<file path="config.mk">
export PLATFORM = sky130hd
export DESIGN_NAME = hem_mailbox_regs
export DESIGN_NICKNAME = d
export VERILOG_FILES = /design/src/core/hem_mailbox_regs.v
export VERILOG_INCLUDE_DIRS = /design/src /design/src/core
export SDC_FILE = /design/constraint.sdc
export NUM_CORES = 1
export LEC_CHECK = 0
export ABC_AREA = 1
export BUFFER_PORTS_ARGS = -buffer_cell sky130_fd_sc_hd__buf_2
export CORE_MARGIN = 4
export CORE_UTILIZATION = 50
export CTS_BUF_LIST = sky130_fd_sc_hd__clkbuf_8
export CTS_CLUSTER_SIZE = 10
export DETAILED_ROUTE_END_ITERATION = 6
export HOLD_SLACK_MARGIN = 0.1
export PLACE_DENSITY = 0.89
export SLEW_MARGIN = 10
export SYNTH_ARGS = -nofsm -noshare
export SYNTH_HDL_FRONTEND = slang
export SYNTH_SLANG_ARGS = --single-unit
</file>
<file path="constraint.sdc">
create_clock -name CLK_SYS_IN -period 1.26 [get_ports CLK_SYS_IN]
set_input_delay 0.189 -clock CLK_SYS_IN [delete_from_list [all_inputs] [get_ports CLK_SYS_IN]]
set_output_delay 0.189 -clock CLK_SYS_IN [all_outputs]
set_load 0.1 [all_outputs]
</file>
<file path="src/core/hem_mailbox_regs.vh">
// register offsets, indexes and field positions of the mailbox block
`ifndef HEM_MAILBOX_REGS_VH
`define HEM_MAILBOX_REGS_VH
`define HEM_CTL_OFS_INBOUND   12'h0100
`define HEM_CTL_OFS_OUTBOUND  12'h0104
`define HEM_CTL_OFS_SOURCE    12'h0108
`define HEM_IDX_INBOUND       8'h00
`define HEM_IDX_OUTBOUND      8'h01
`define HEM_IDX_SOURCE        8'h02
`define HEM_PORT_INDEX        1'b0
`define HEM_PORT_DATA         1'b1
`define HEM_BYTE_ZERO         8'h00
`define HEM_BYTE_ONES         8'hFF
`define HEM_SWI_ZERO          7'h00
`define HEM_FLAG_BIT          0
`define HEM_SWI_MSB           7
`define HEM_SWI_LSB           1
`endif

</file>
<file path="src/core/hem_mailbox_regs.v">
// mailbox command registers with host index/data port and controller port
`include "hem_mailbox_regs.vh"
module hem_mailbox_regs (
  input  wire        CLK_SYS_IN,
  input  wire        SRST_IN,
  input  wire        HOST_WR_IN,
  input  wire        HOST_RD_IN,
  input  wire        HOST_PORT_IN,
  input  wire [7:0]  HOST_WDATA_IN,
  output wire [7:0]  HOST_RDATA_OUT,
  input  wire        CTL_WR_IN,
  input  wire        CTL_RD_IN,
  input  wire [11:0] CTL_ADDR_IN,
  input  wire [7:0]  CTL_WDATA_IN,
  output wire [7:0]  CTL_RDATA_OUT,
  input  wire        MAIL_IRQ_ENABLE_IN,
  input  wire [7:1]  SOFT_HOST_IRQ_ENABLES_IN,
  input  wire        OUTBOUND_WRITTEN_ENABLE_IN,
  output wire        CONTROLLER_MAIL_IRQ_OUT,
  output wire        HOST_SERIAL_IRQ_OUT,
  output wire        HOST_SMI_OUT
);

  // ****************************************
  // storage
  // ****************************************
  reg  [7:0] index_ff;
  reg  [7:0] inbound_command_byte_ff;
  reg  [7:0] outbound_command_byte_ff;
  reg  [7:1] soft_host_irq_bits_ff;
  reg        outbound_written_flag_ff;
  reg        controller_mail_irq_ff;
  reg        host_serial_irq_ff;
  reg        host_smi_ff;
  reg  [7:0] host_rdata_ff;
  reg  [7:0] ctl_rdata_ff;

  reg  [7:0] nxt_index;
  reg  [7:0] nxt_inbound;
  reg  [7:0] nxt_outbound;
  wire [7:1] nxt_swi;
  reg        nxt_flag;
  reg        nxt_mail_irq;
  reg  [7:0] nxt_host_rdata;
  reg  [7:0] nxt_ctl_rdata;
  reg        nxt_flag_req;
  reg        nxt_serial;
  reg        nxt_smi;
  wire [7:1] soft_req;

  // ****************************************
  // decode
  // ****************************************
  wire host_data_wr = HOST_WR_IN & (HOST_PORT_IN == `HEM_PORT_DATA);
  wire host_data_rd = HOST_RD_IN & (HOST_PORT_IN == `HEM_PORT_DATA);
  wire host_idx_wr  = HOST_WR_IN & (HOST_PORT_IN == `HEM_PORT_INDEX);
  wire h_in   = index_ff == `HEM_IDX_INBOUND;
  wire h_out  = index_ff == `HEM_IDX_OUTBOUND;
  wire h_src  = index_ff == `HEM_IDX_SOURCE;
  wire c_in   = CTL_ADDR_IN == `HEM_CTL_OFS_INBOUND;
  wire c_out  = CTL_ADDR_IN == `HEM_CTL_OFS_OUTBOUND;
  wire c_src  = CTL_ADDR_IN == `HEM_CTL_OFS_SOURCE;

  // ****************************************
  // access strobes
  // ****************************************
  wire ctl_in_rd   = CTL_RD_IN & c_in;
  wire ctl_in_wr   = CTL_WR_IN & c_in;
  wire ctl_out_wr  = CTL_WR_IN & c_out;
  wire ctl_src_wr  = CTL_WR_IN & c_src;
  wire host_in_wr  = host_data_wr & h_in;
  wire host_out_wr = host_data_wr & h_out;
  wire host_out_rd = host_data_rd & h_out;
  wire host_src_wr = host_data_wr & h_src;

  // ****************************************
  // index register
  // ****************************************
  always @* begin
    nxt_index = index_ff;
    if (host_idx_wr) begin
      nxt_index = HOST_WDATA_IN;
    end
  end

  // ****************************************
  // inbound command byte
  // ****************************************
  always @* begin
    nxt_inbound = inbound_command_byte_ff;
    if (ctl_in_wr) begin
      nxt_inbound = inbound_command_byte_ff & ~CTL_WDATA_IN;
      if (CTL_WDATA_IN == `HEM_BYTE_ONES) begin
        nxt_inbound = `HEM_BYTE_ZERO;
      end
    end
    if (host_in_wr) begin
      nxt_inbound = HOST_WDATA_IN;
    end
  end

  // ****************************************
  // outbound command byte
  // ****************************************
  always @* begin
    nxt_outbound = outbound_command_byte_ff;
    if (ctl_out_wr) begin
      nxt_outbound = CTL_WDATA_IN;
      if (CTL_WDATA_IN == `HEM_BYTE_ONES) begin
        nxt_outbound = `HEM_BYTE_ZERO;
      end
    end
    if (host_out_wr) begin
      nxt_outbound = outbound_command_byte_ff & ~HOST_WDATA_IN;
      if (HOST_WDATA_IN == `HEM_BYTE_ONES) begin
        nxt_outbound = `HEM_BYTE_ZERO;
      end
    end
  end

  // ****************************************
  // controller mail interrupt
  // ****************************************
  always @* begin
    nxt_mail_irq = controller_mail_irq_ff;
    if (ctl_in_rd) begin
      nxt_mail_irq = 1'b0;
    end
    // a host inbound write with MAIL_IRQ_ENABLE_IN set in the same cycle wins
    if (host_in_wr & MAIL_IRQ_ENABLE_IN) begin
      nxt_mail_irq = 1'b1;
    end
  end

  // ****************************************
  // outbound written flag
  // ****************************************
  always @* begin
    nxt_flag = outbound_written_flag_ff;
    if (host_out_rd) begin
      nxt_flag = 1'b0;
    end
    // a controller write in the same cycle wins
    if (ctl_out_wr) begin
      nxt_flag = 1'b1;
    end
  end

  // ****************************************
  // soft interrupt bits, one slice per bit
  // ****************************************
  genvar gi;
  generate
    for (gi = `HEM_SWI_LSB; gi <= `HEM_SWI_MSB; gi = gi + 1) begin : g_swi
      // host clear applied after a same-cycle controller write
      assign nxt_swi[gi]  = (host_src_wr & HOST_WDATA_IN[gi]) ? 1'b0 :
                            ctl_src_wr ? CTL_WDATA_IN[gi] :
                            soft_host_irq_bits_ff[gi];
      assign soft_req[gi] = nxt_swi[gi] &
                            SOFT_HOST_IRQ_ENABLES_IN[gi];
    end
  endgenerate

  // ****************************************
  // host interrupt requests
  // ****************************************
  always @* begin
    nxt_flag_req = nxt_flag & OUTBOUND_WRITTEN_ENABLE_IN;
    nxt_serial   = (|soft_req) | nxt_flag_req;
    nxt_smi      = nxt_flag_req;
  end

  // ****************************************
  // host read data
  // ****************************************
  always @* begin
    nxt_host_rdata = host_rdata_ff;
    if (host_data_rd) begin
      case (index_ff)
        `HEM_IDX_INBOUND: begin
          nxt_host_rdata = inbound_command_byte_ff;
        end
        `HEM_IDX_OUTBOUND: begin
          nxt_host_rdata = outbound_command_byte_ff;
        end
        `HEM_IDX_SOURCE: begin
          nxt_host_rdata = {soft_host_irq_bits_ff,
                            outbound_written_flag_ff};
        end
        default: begin
          nxt_host_rdata = `HEM_BYTE_ZERO;
        end
      endcase
    end else if (HOST_RD_IN) begin
      nxt_host_rdata = index_ff;
    end
  end

  // ****************************************
  // controller read data
  // ****************************************
  always @* begin
    nxt_ctl_rdata = ctl_rdata_ff;
    if (CTL_RD_IN) begin
      case (CTL_ADDR_IN)
        `HEM_CTL_OFS_INBOUND: begin
          nxt_ctl_rdata = inbound_command_byte_ff;
        end
        `HEM_CTL_OFS_OUTBOUND: begin
          nxt_ctl_rdata = outbound_command_byte_ff;
        end
        `HEM_CTL_OFS_SOURCE: begin
          nxt_ctl_rdata = {soft_host_irq_bits_ff, 1'b0};
        end
        default: begin
          nxt_ctl_rdata = `HEM_BYTE_ZERO;
        end
      endcase
    end
  end

  // ****************************************
  // index register flop
  // ****************************************
  always @(posedge CLK_SYS_IN) begin
    if (SRST_IN) begin
      index_ff <= `HEM_BYTE_ZERO;
    end else begin
      index_ff <= nxt_index;
    end
  end

  // ****************************************
  // read data flops
  // ****************************************
  always @(posedge CLK_SYS_IN) begin
    if (SRST_IN) begin
      host_rdata_ff <= `HEM_BYTE_ZERO;
      ctl_rdata_ff  <= `HEM_BYTE_ZERO;
    end else begin
      host_rdata_ff <= nxt_host_rdata;
      ctl_rdata_ff  <= nxt_ctl_rdata;
    end
  end

  // ****************************************
  // mailbox byte flops
  // ****************************************
  always @(posedge CLK_SYS_IN) begin
    if (SRST_IN) begin
      inbound_command_byte_ff  <= `HEM_BYTE_ZERO;
      outbound_command_byte_ff <= `HEM_BYTE_ZERO;
    end else begin
      inbound_command_byte_ff  <= nxt_inbound;
      outbound_command_byte_ff <= nxt_outbound;
    end
  end

  // ****************************************
  // source register flops
  // ****************************************
  always @(posedge CLK_SYS_IN) begin
    if (SRST_IN) begin
      soft_host_irq_bits_ff    <= `HEM_SWI_ZERO;
      outbound_written_flag_ff <= 1'b0;
    end else begin
      soft_host_irq_bits_ff    <= nxt_swi;
      outbound_written_flag_ff <= nxt_flag;
    end
  end

  // ****************************************
  // interrupt flops
  // ****************************************
  always @(posedge CLK_SYS_IN) begin
    if (SRST_IN) begin
      controller_mail_irq_ff <= 1'b0;
      host_serial_irq_ff     <= 1'b0;
      host_smi_ff            <= 1'b0;
    end else begin
      controller_mail_irq_ff <= nxt_mail_irq;
      host_serial_irq_ff     <= nxt_serial;
      host_smi_ff            <= nxt_smi;
    end
  end

  // ****************************************
  // outputs
  // ****************************************
  assign HOST_RDATA_OUT          = host_rdata_ff;
  assign CTL_RDATA_OUT           = ctl_rdata_ff;
  assign CONTROLLER_MAIL_IRQ_OUT = controller_mail_irq_ff;
  assign HOST_SERIAL_IRQ_OUT     = host_serial_irq_ff;
  assign HOST_SMI_OUT            = host_smi_ff;

endmodule

</file>
# ---- Word level (Yosys, flattened, before mapping)
# Cells that the tools add are included.
# W data, S select, Z words.
dict set report word_totals {
  ff_bits 51
  latchBits 0
  ram_bits 0
  romBits 0
  inputBits 44
  output_inout_bits 19
  wordCells 85
  n_memories 0
}
dict set report classes {
  addsub 0
  multipliers 0
  div 0
  order_cmp 0
  eq_ne 7
  shift 0
  muxes 29
  bitwise 33
  reduce_logical 6
}
# operator n
set ops {}
lappend ops {{$mux W8} 9}
lappend ops {{$pmux W8 S3} 2}
lappend ops {{$eq A12 B9 Y1 const B} 3}
lappend ops {{$and A1 B1 Y1} 27}
lappend ops {{$mux W1} 18}
lappend ops {{$and A8 B8 Y8} 2}
lappend ops {{$eq A8 B8 Y1 const B} 2}
lappend ops {{$not A8 Y8} 2}
lappend ops {{$eq A8 B1 Y1 const B} 1}
lappend ops {{$eq A8 B2 Y1 const B} 1}
lappend ops {{$logic_not A8 Y1} 1}
lappend ops {{$reduce_bool A2 Y1} 4}
lappend ops {{$reduce_or A7 Y1} 1}
lappend ops {{$not A1 Y1} 1}
lappend ops {{$or A1 B1 Y1} 1}

# ---- Depth between registers and ports, before layout
dict set report logic_depth {
  depth_word 7
  depth_mapped 10
  mapped_depth_nobuf 10
}

# ---- Worst setup path after synthesis
# Ideal clock, no wire load.
dict set report synth_timing {
  path_kind {register to register}
  from {register index_ff[5]}
  to {register inbound_command_byte_ff[2]}
  setup_time_ns 0.122
  arrival_time_ns 1.270
  required_ns 1.138
  setup_slack_ns -0.132
  path_stages_with_launch 10
  path_buffers 1
  period_less_slack_ns 1.392
  cell_sequence {dfxtp_1 > nor2_1 > nand3_2 > clkinv_2 > nand4_4 > nor2_4 > inv_2 > buf_6 > o21ai_0 > a21oi_1}
}
dict set report synth_between {
  elab_chain_cells 3
  word_cells_on_any_way 4
  classes_between {1 x mux; 1 x bitwise; 2 x reduce/logical}
}
# item line
set synth_lines {}
lappend synth_lines {{start: declaration} hem_mailbox_regs.v:27} ;# reg [7:0] index_ff;
lappend synth_lines {{start signal: assignment} hem_mailbox_regs.v:227} ;# index_ff <= `HEM_BYTE_ZERO;
lappend synth_lines {{start signal: assignment} hem_mailbox_regs.v:229} ;# index_ff <= nxt_index;
lappend synth_lines {{$logic_not A8 Y1 (*)} -}
lappend synth_lines {{$and A1 B1 Y1 (*)} hem_mailbox_regs.v:71} ;# wire host_in_wr = host_data_wr & h_in;
lappend synth_lines {{$mux W8 / $reduce_bool A2 Y1 (equally long branches)} -}
lappend synth_lines {{end signal: assignment} hem_mailbox_regs.v:251} ;# inbound_command_byte_ff <= `HEM_BYTE_ZERO;
lappend synth_lines {{end signal: assignment} hem_mailbox_regs.v:254} ;# inbound_command_byte_ff <= nxt_inbound;
lappend synth_lines {{end: declaration} hem_mailbox_regs.v:28} ;# reg [7:0] inbound_command_byte_ff;
# Every way passes the cells marked *; elsewhere a longest branch is shown, timed or not.
# A chain may end at the register's enable or synchronous reset.

# ---- Worst setup path after layout
dict set report layout_timing {
  from {register index_ff[3]}
  to {register host_rdata_ff[6] (netlist: HOST_RDATA_OUT[6])}
}
dict set report layout_between {
  elab_chain_cells 3
  word_cells_on_any_way 5
  classes_between {2 x eq/ne; 2 x mux; 1 x reduce/logical}
}
# item line
set layout_lines {}
lappend layout_lines {{$eq A8 B2 Y1, or another cell as far along} hem_mailbox_regs.v:179} ;# case (index_ff)
lappend layout_lines {{$pmux W8 S3 (*)} hem_mailbox_regs.v:179}
lappend layout_lines {{$mux W8 (*)} hem_mailbox_regs.v:178} ;# if (host_data_rd) begin
lappend layout_lines {{end signal: assignment} hem_mailbox_regs.v:238} ;# host_rdata_ff <= `HEM_BYTE_ZERO;
lappend layout_lines {{end signal: assignment} hem_mailbox_regs.v:241} ;# host_rdata_ff <= nxt_host_rdata;
lappend layout_lines {{end: declaration} hem_mailbox_regs.v:35} ;# reg [7:0] host_rdata_ff;
# Marked as above.

==> results.cfg <==
[run_status]
status = complete, but fails checks
violations = setup timing

[route]
wl_met2_um = 4741
wl_per_cell_um = 17.50
vias_per_cell = 6.035
antenna_left = 0
num_vias = 3404
met1Wirelength_um = 3412
first_pass_iters = 6
drc = 0
wl_met3_um = 1184
routed_wl_um = 9872
drt-initial-drc-count = 454
top_layer = met4

[worst_setup_path]
reg2reg_setup_slack_ps = -260
cpMostUsedCell = nor2_4
worstPathRequired_ps = 1510
max_stage_delay_ps = 370
worstPathArrival_ps = 1760
cp_num_buf_inv = 2
reg2reg_to = HOST_RDATA_OUT[6]
path_max_fanout = 9
end_kind = flip-flop
slowest_stage = dfxtp_4
worstSetupPathType = flip-flop to flip-flop
worstSetupStartpoint = index_ff[3]
timing.rr.start = index_ff[3]
critical-path-top-delay-family = simple AND/OR/NAND/NOR gates
crit_path_start_kind = flip-flop
worst_r2r_path_depth = 8
crit_chain = nor2_4 -> nand3_2 -> nor2_4 -> buf_12 -> inv_4 -> a31oi_4 -> nand2_1 -> a21oi_1

[layout]
nets = 537
syn_to_final_growth_pct = 44.79
drive_gt1_frac = 0.3684
final_cells = 564
fillers = 344
insertedDiodeCount = 0

[cts]
root_buffer = clkbuf_8
cts_tree = built
cts_buffers = 5
clk_pin_slew_worst_paths_ps = 110
cts.sinks = 51
htree_levels = 2
clk_latency_ps = 320
clk_path_buf_depth = 2

[place]
portBuffers = 62
placed_cells = 552
hpwl_um = 6923
gp_congestion = 0.9403

[die]
rows = 26
core-area_sq_um = 5205
initial_core_util = 0.5286
io_pins = 63
die_area_sq_um = 6754
die_w_um = 82.18
fp.dieH_um = 82.18

[synth]
yosys_warnings = 0
synth.distinct_cells = 35
netlist_area_sq_um = 2751
yosysSeqAreaShare = 0.3711
synth_seq_cells = 51
syn_inst = 393
syn-num-nets = 437
synth.avg_cell_area_sq_um = 7.001

[pwr]
powerDensity_nw_per_um2 = 873.1
power_mw = 3.478
power_leakage_nw = 1.650
ir_drop_mv = 0.6549

[timing]
tightest_slew_ps = 599.9
fin_crit_sh = 1.205
whs_ps = 132.6
maxSlewViolCount = 0
setup_viol = 30
period_needed_ps = 1519
layout_setup_ws_ps = -258.9
max_freq_mhz = 658.4
hold_viol = 0
rsz0062_at_grt = true
slew_headroom = 0.5964
finClkSkew_ps = 10.12

[flow_run]
drv_cap = 0

[min_path]
hold_end = outbound_command_byte_ff[6]
worstHoldStart = CTL_WDATA_IN[6]
min_path_cells = 3
hold_path_class = input port to flip-flop

[grt]
grt_pass1_wl_um = 14890
grt_max_degree = 31
grt_pass1_vias = 3209
grt_overflow = 0
antenna_found_initial = 0
track_usage = 0.2888
[cell families after synthesis]
logic type / Yosys count / share of synthesized area
flip-flops: 51 / 0.3711
AND/OR/NAND/NOR: 173 / 0.3170
AO/OA/AOI/OAI: 107 / 0.2215
buffers and inverters: 62 / 0.09049
[where the power goes]
group	internal (mW)	leakage [nW]	switching [mW]
Combinational	0.286	1.18	0.473
Clock	0.410	0.0491	0.611
Sequential	1.66	0.419	0.0419
[stage by stage]
stage | setup slack, ps | util | setup TNS [ps] | cell area (sq um)
floorplan | -115.3 | - | -1372 | 2776
global placement | -314.5 | 0.7106 | -6628 | 3699
detailed placement | -363.6 | 0.7106 | -8782 | 3699
CTS | -176.0 | 0.7474 | -3759 | 3890
global route | -412.4 | 0.7654 | -6901 | 3984
finish | -258.9 | 0.7654 | -4905 | 3984
[worst max-delay path by stage]
stage,to,slack [ps],cells past startpoint
after global routing,HOST_RDATA_OUT[0],-410,8
after global placement,CTL_RDATA_OUT[5],-310,8
after floorplan,inbound_command_byte_ff[2],-120,9
final,HOST_RDATA_OUT[6],-260,8
after CTS,HOST_RDATA_OUT[4],-180,8
after detailed placement,CTL_RDATA_OUT[3],-360,8
[worst register-to-register path: stages (launching register included)]
cell	delay [ps]
dfxtp_4	370
nor2_4	120
nand3_2	90
nor2_4	140
buf_12	150
inv_4	70
a31oi_4	260
nand2_1	120
a21oi_1	140
[repair_timing]
item | in CTS | in global routing
gates cloned | 0 | 0
hold buffers | 0 | 0
setup buffers | 3 | 1
pin swaps | 11 | 14
endpoints found under the setup margin | 38 | 41
resized for setup | 22 | 26
[routing by layer]
| metal | vias up | GRT usage |
|---|---|---|
| met2 | 300 | 0.4968 |
| met3 | 78 | 0.06941 |
| met4 | 0 | 0.1296 |
| li1 | 1531 | - |
| met1 | 1495 | 0.3378 |
| met5 | - | 0 |
[cells in the mapped netlist (all sizes together)]
cell type / instances / area (sq um)
nor4: 2 / 12.51
inv: 46 / 175.2
nand3b: 1 / 7.510
clkbuf: 8 / 30.03
buf: 4 / 27.52
nand3: 30 / 177.7
o211ai: 14 / 105.1
a21oi: 51 / 266.5
clkinv: 4 / 16.26
o21ai: 38 / 197.7
a31oi: 1 / 21.27
nor3: 3 / 36.29
nor2: 26 / 151.4
nand4: 16 / 115.1
nand2: 95 / 371.6
o22ai: 3 / 18.77
dfxtp: 51 / 1021
[flip-flops by register name, summed over array words and instances, names as in the netlist]
name and count:
CTL_RDATA_OUT 8, HOST_RDATA_OUT 8, inbound_command_byte_ff 8, index_ff 8, outbound_command_byte_ff 8, soft_host_irq_bits_ff 7, CONTROLLER_MAIL_IRQ_OUT 1, HOST_SERIAL_IRQ_OUT 1
HOST_SMI_OUT 1, outbound_written_flag_ff 1
[final cells by class]
cell class | instances | area [sq um] | share of cell area
well taps | 70 | 87.58 | 0.02198
repair buffers | 105 | 954.7 | 0.2396
flip-flops and latches | 51 | 1037 | 0.2604
clock inverters | 3 | 26.28 | 0.006595
inverters | 50 | 197.7 | 0.04962
clock buffers | 5 | 68.82 | 0.01727
multi-input cells | 280 | 1612 | 0.4045
[cell usage in the layout (no fill, tap or decap), types with 6 or more instances in the layout]
| cell | n |
|---|---|
| a21oi_1 | 47 |
| buf_12 | 21 |
| buf_2 | 43 |
| buf_4 | 36 |
| dfxtp_1 | 40 |
| dfxtp_2 | 10 |
| inv_1 | 36 |
| inv_2 | 8 |
| nand2_1 | 84 |
| nand2_4 | 7 |
| nand3_1 | 23 |
| nand4_1 | 15 |
| nor2_1 | 14 |
| nor2_4 | 6 |
| o211ai_1 | 14 |
| o21ai_0 | 22 |
| o21ai_1 | 8 |
| o21ai_2 | 8 |
No activity file was read; power rests on OpenSTA's default activity.
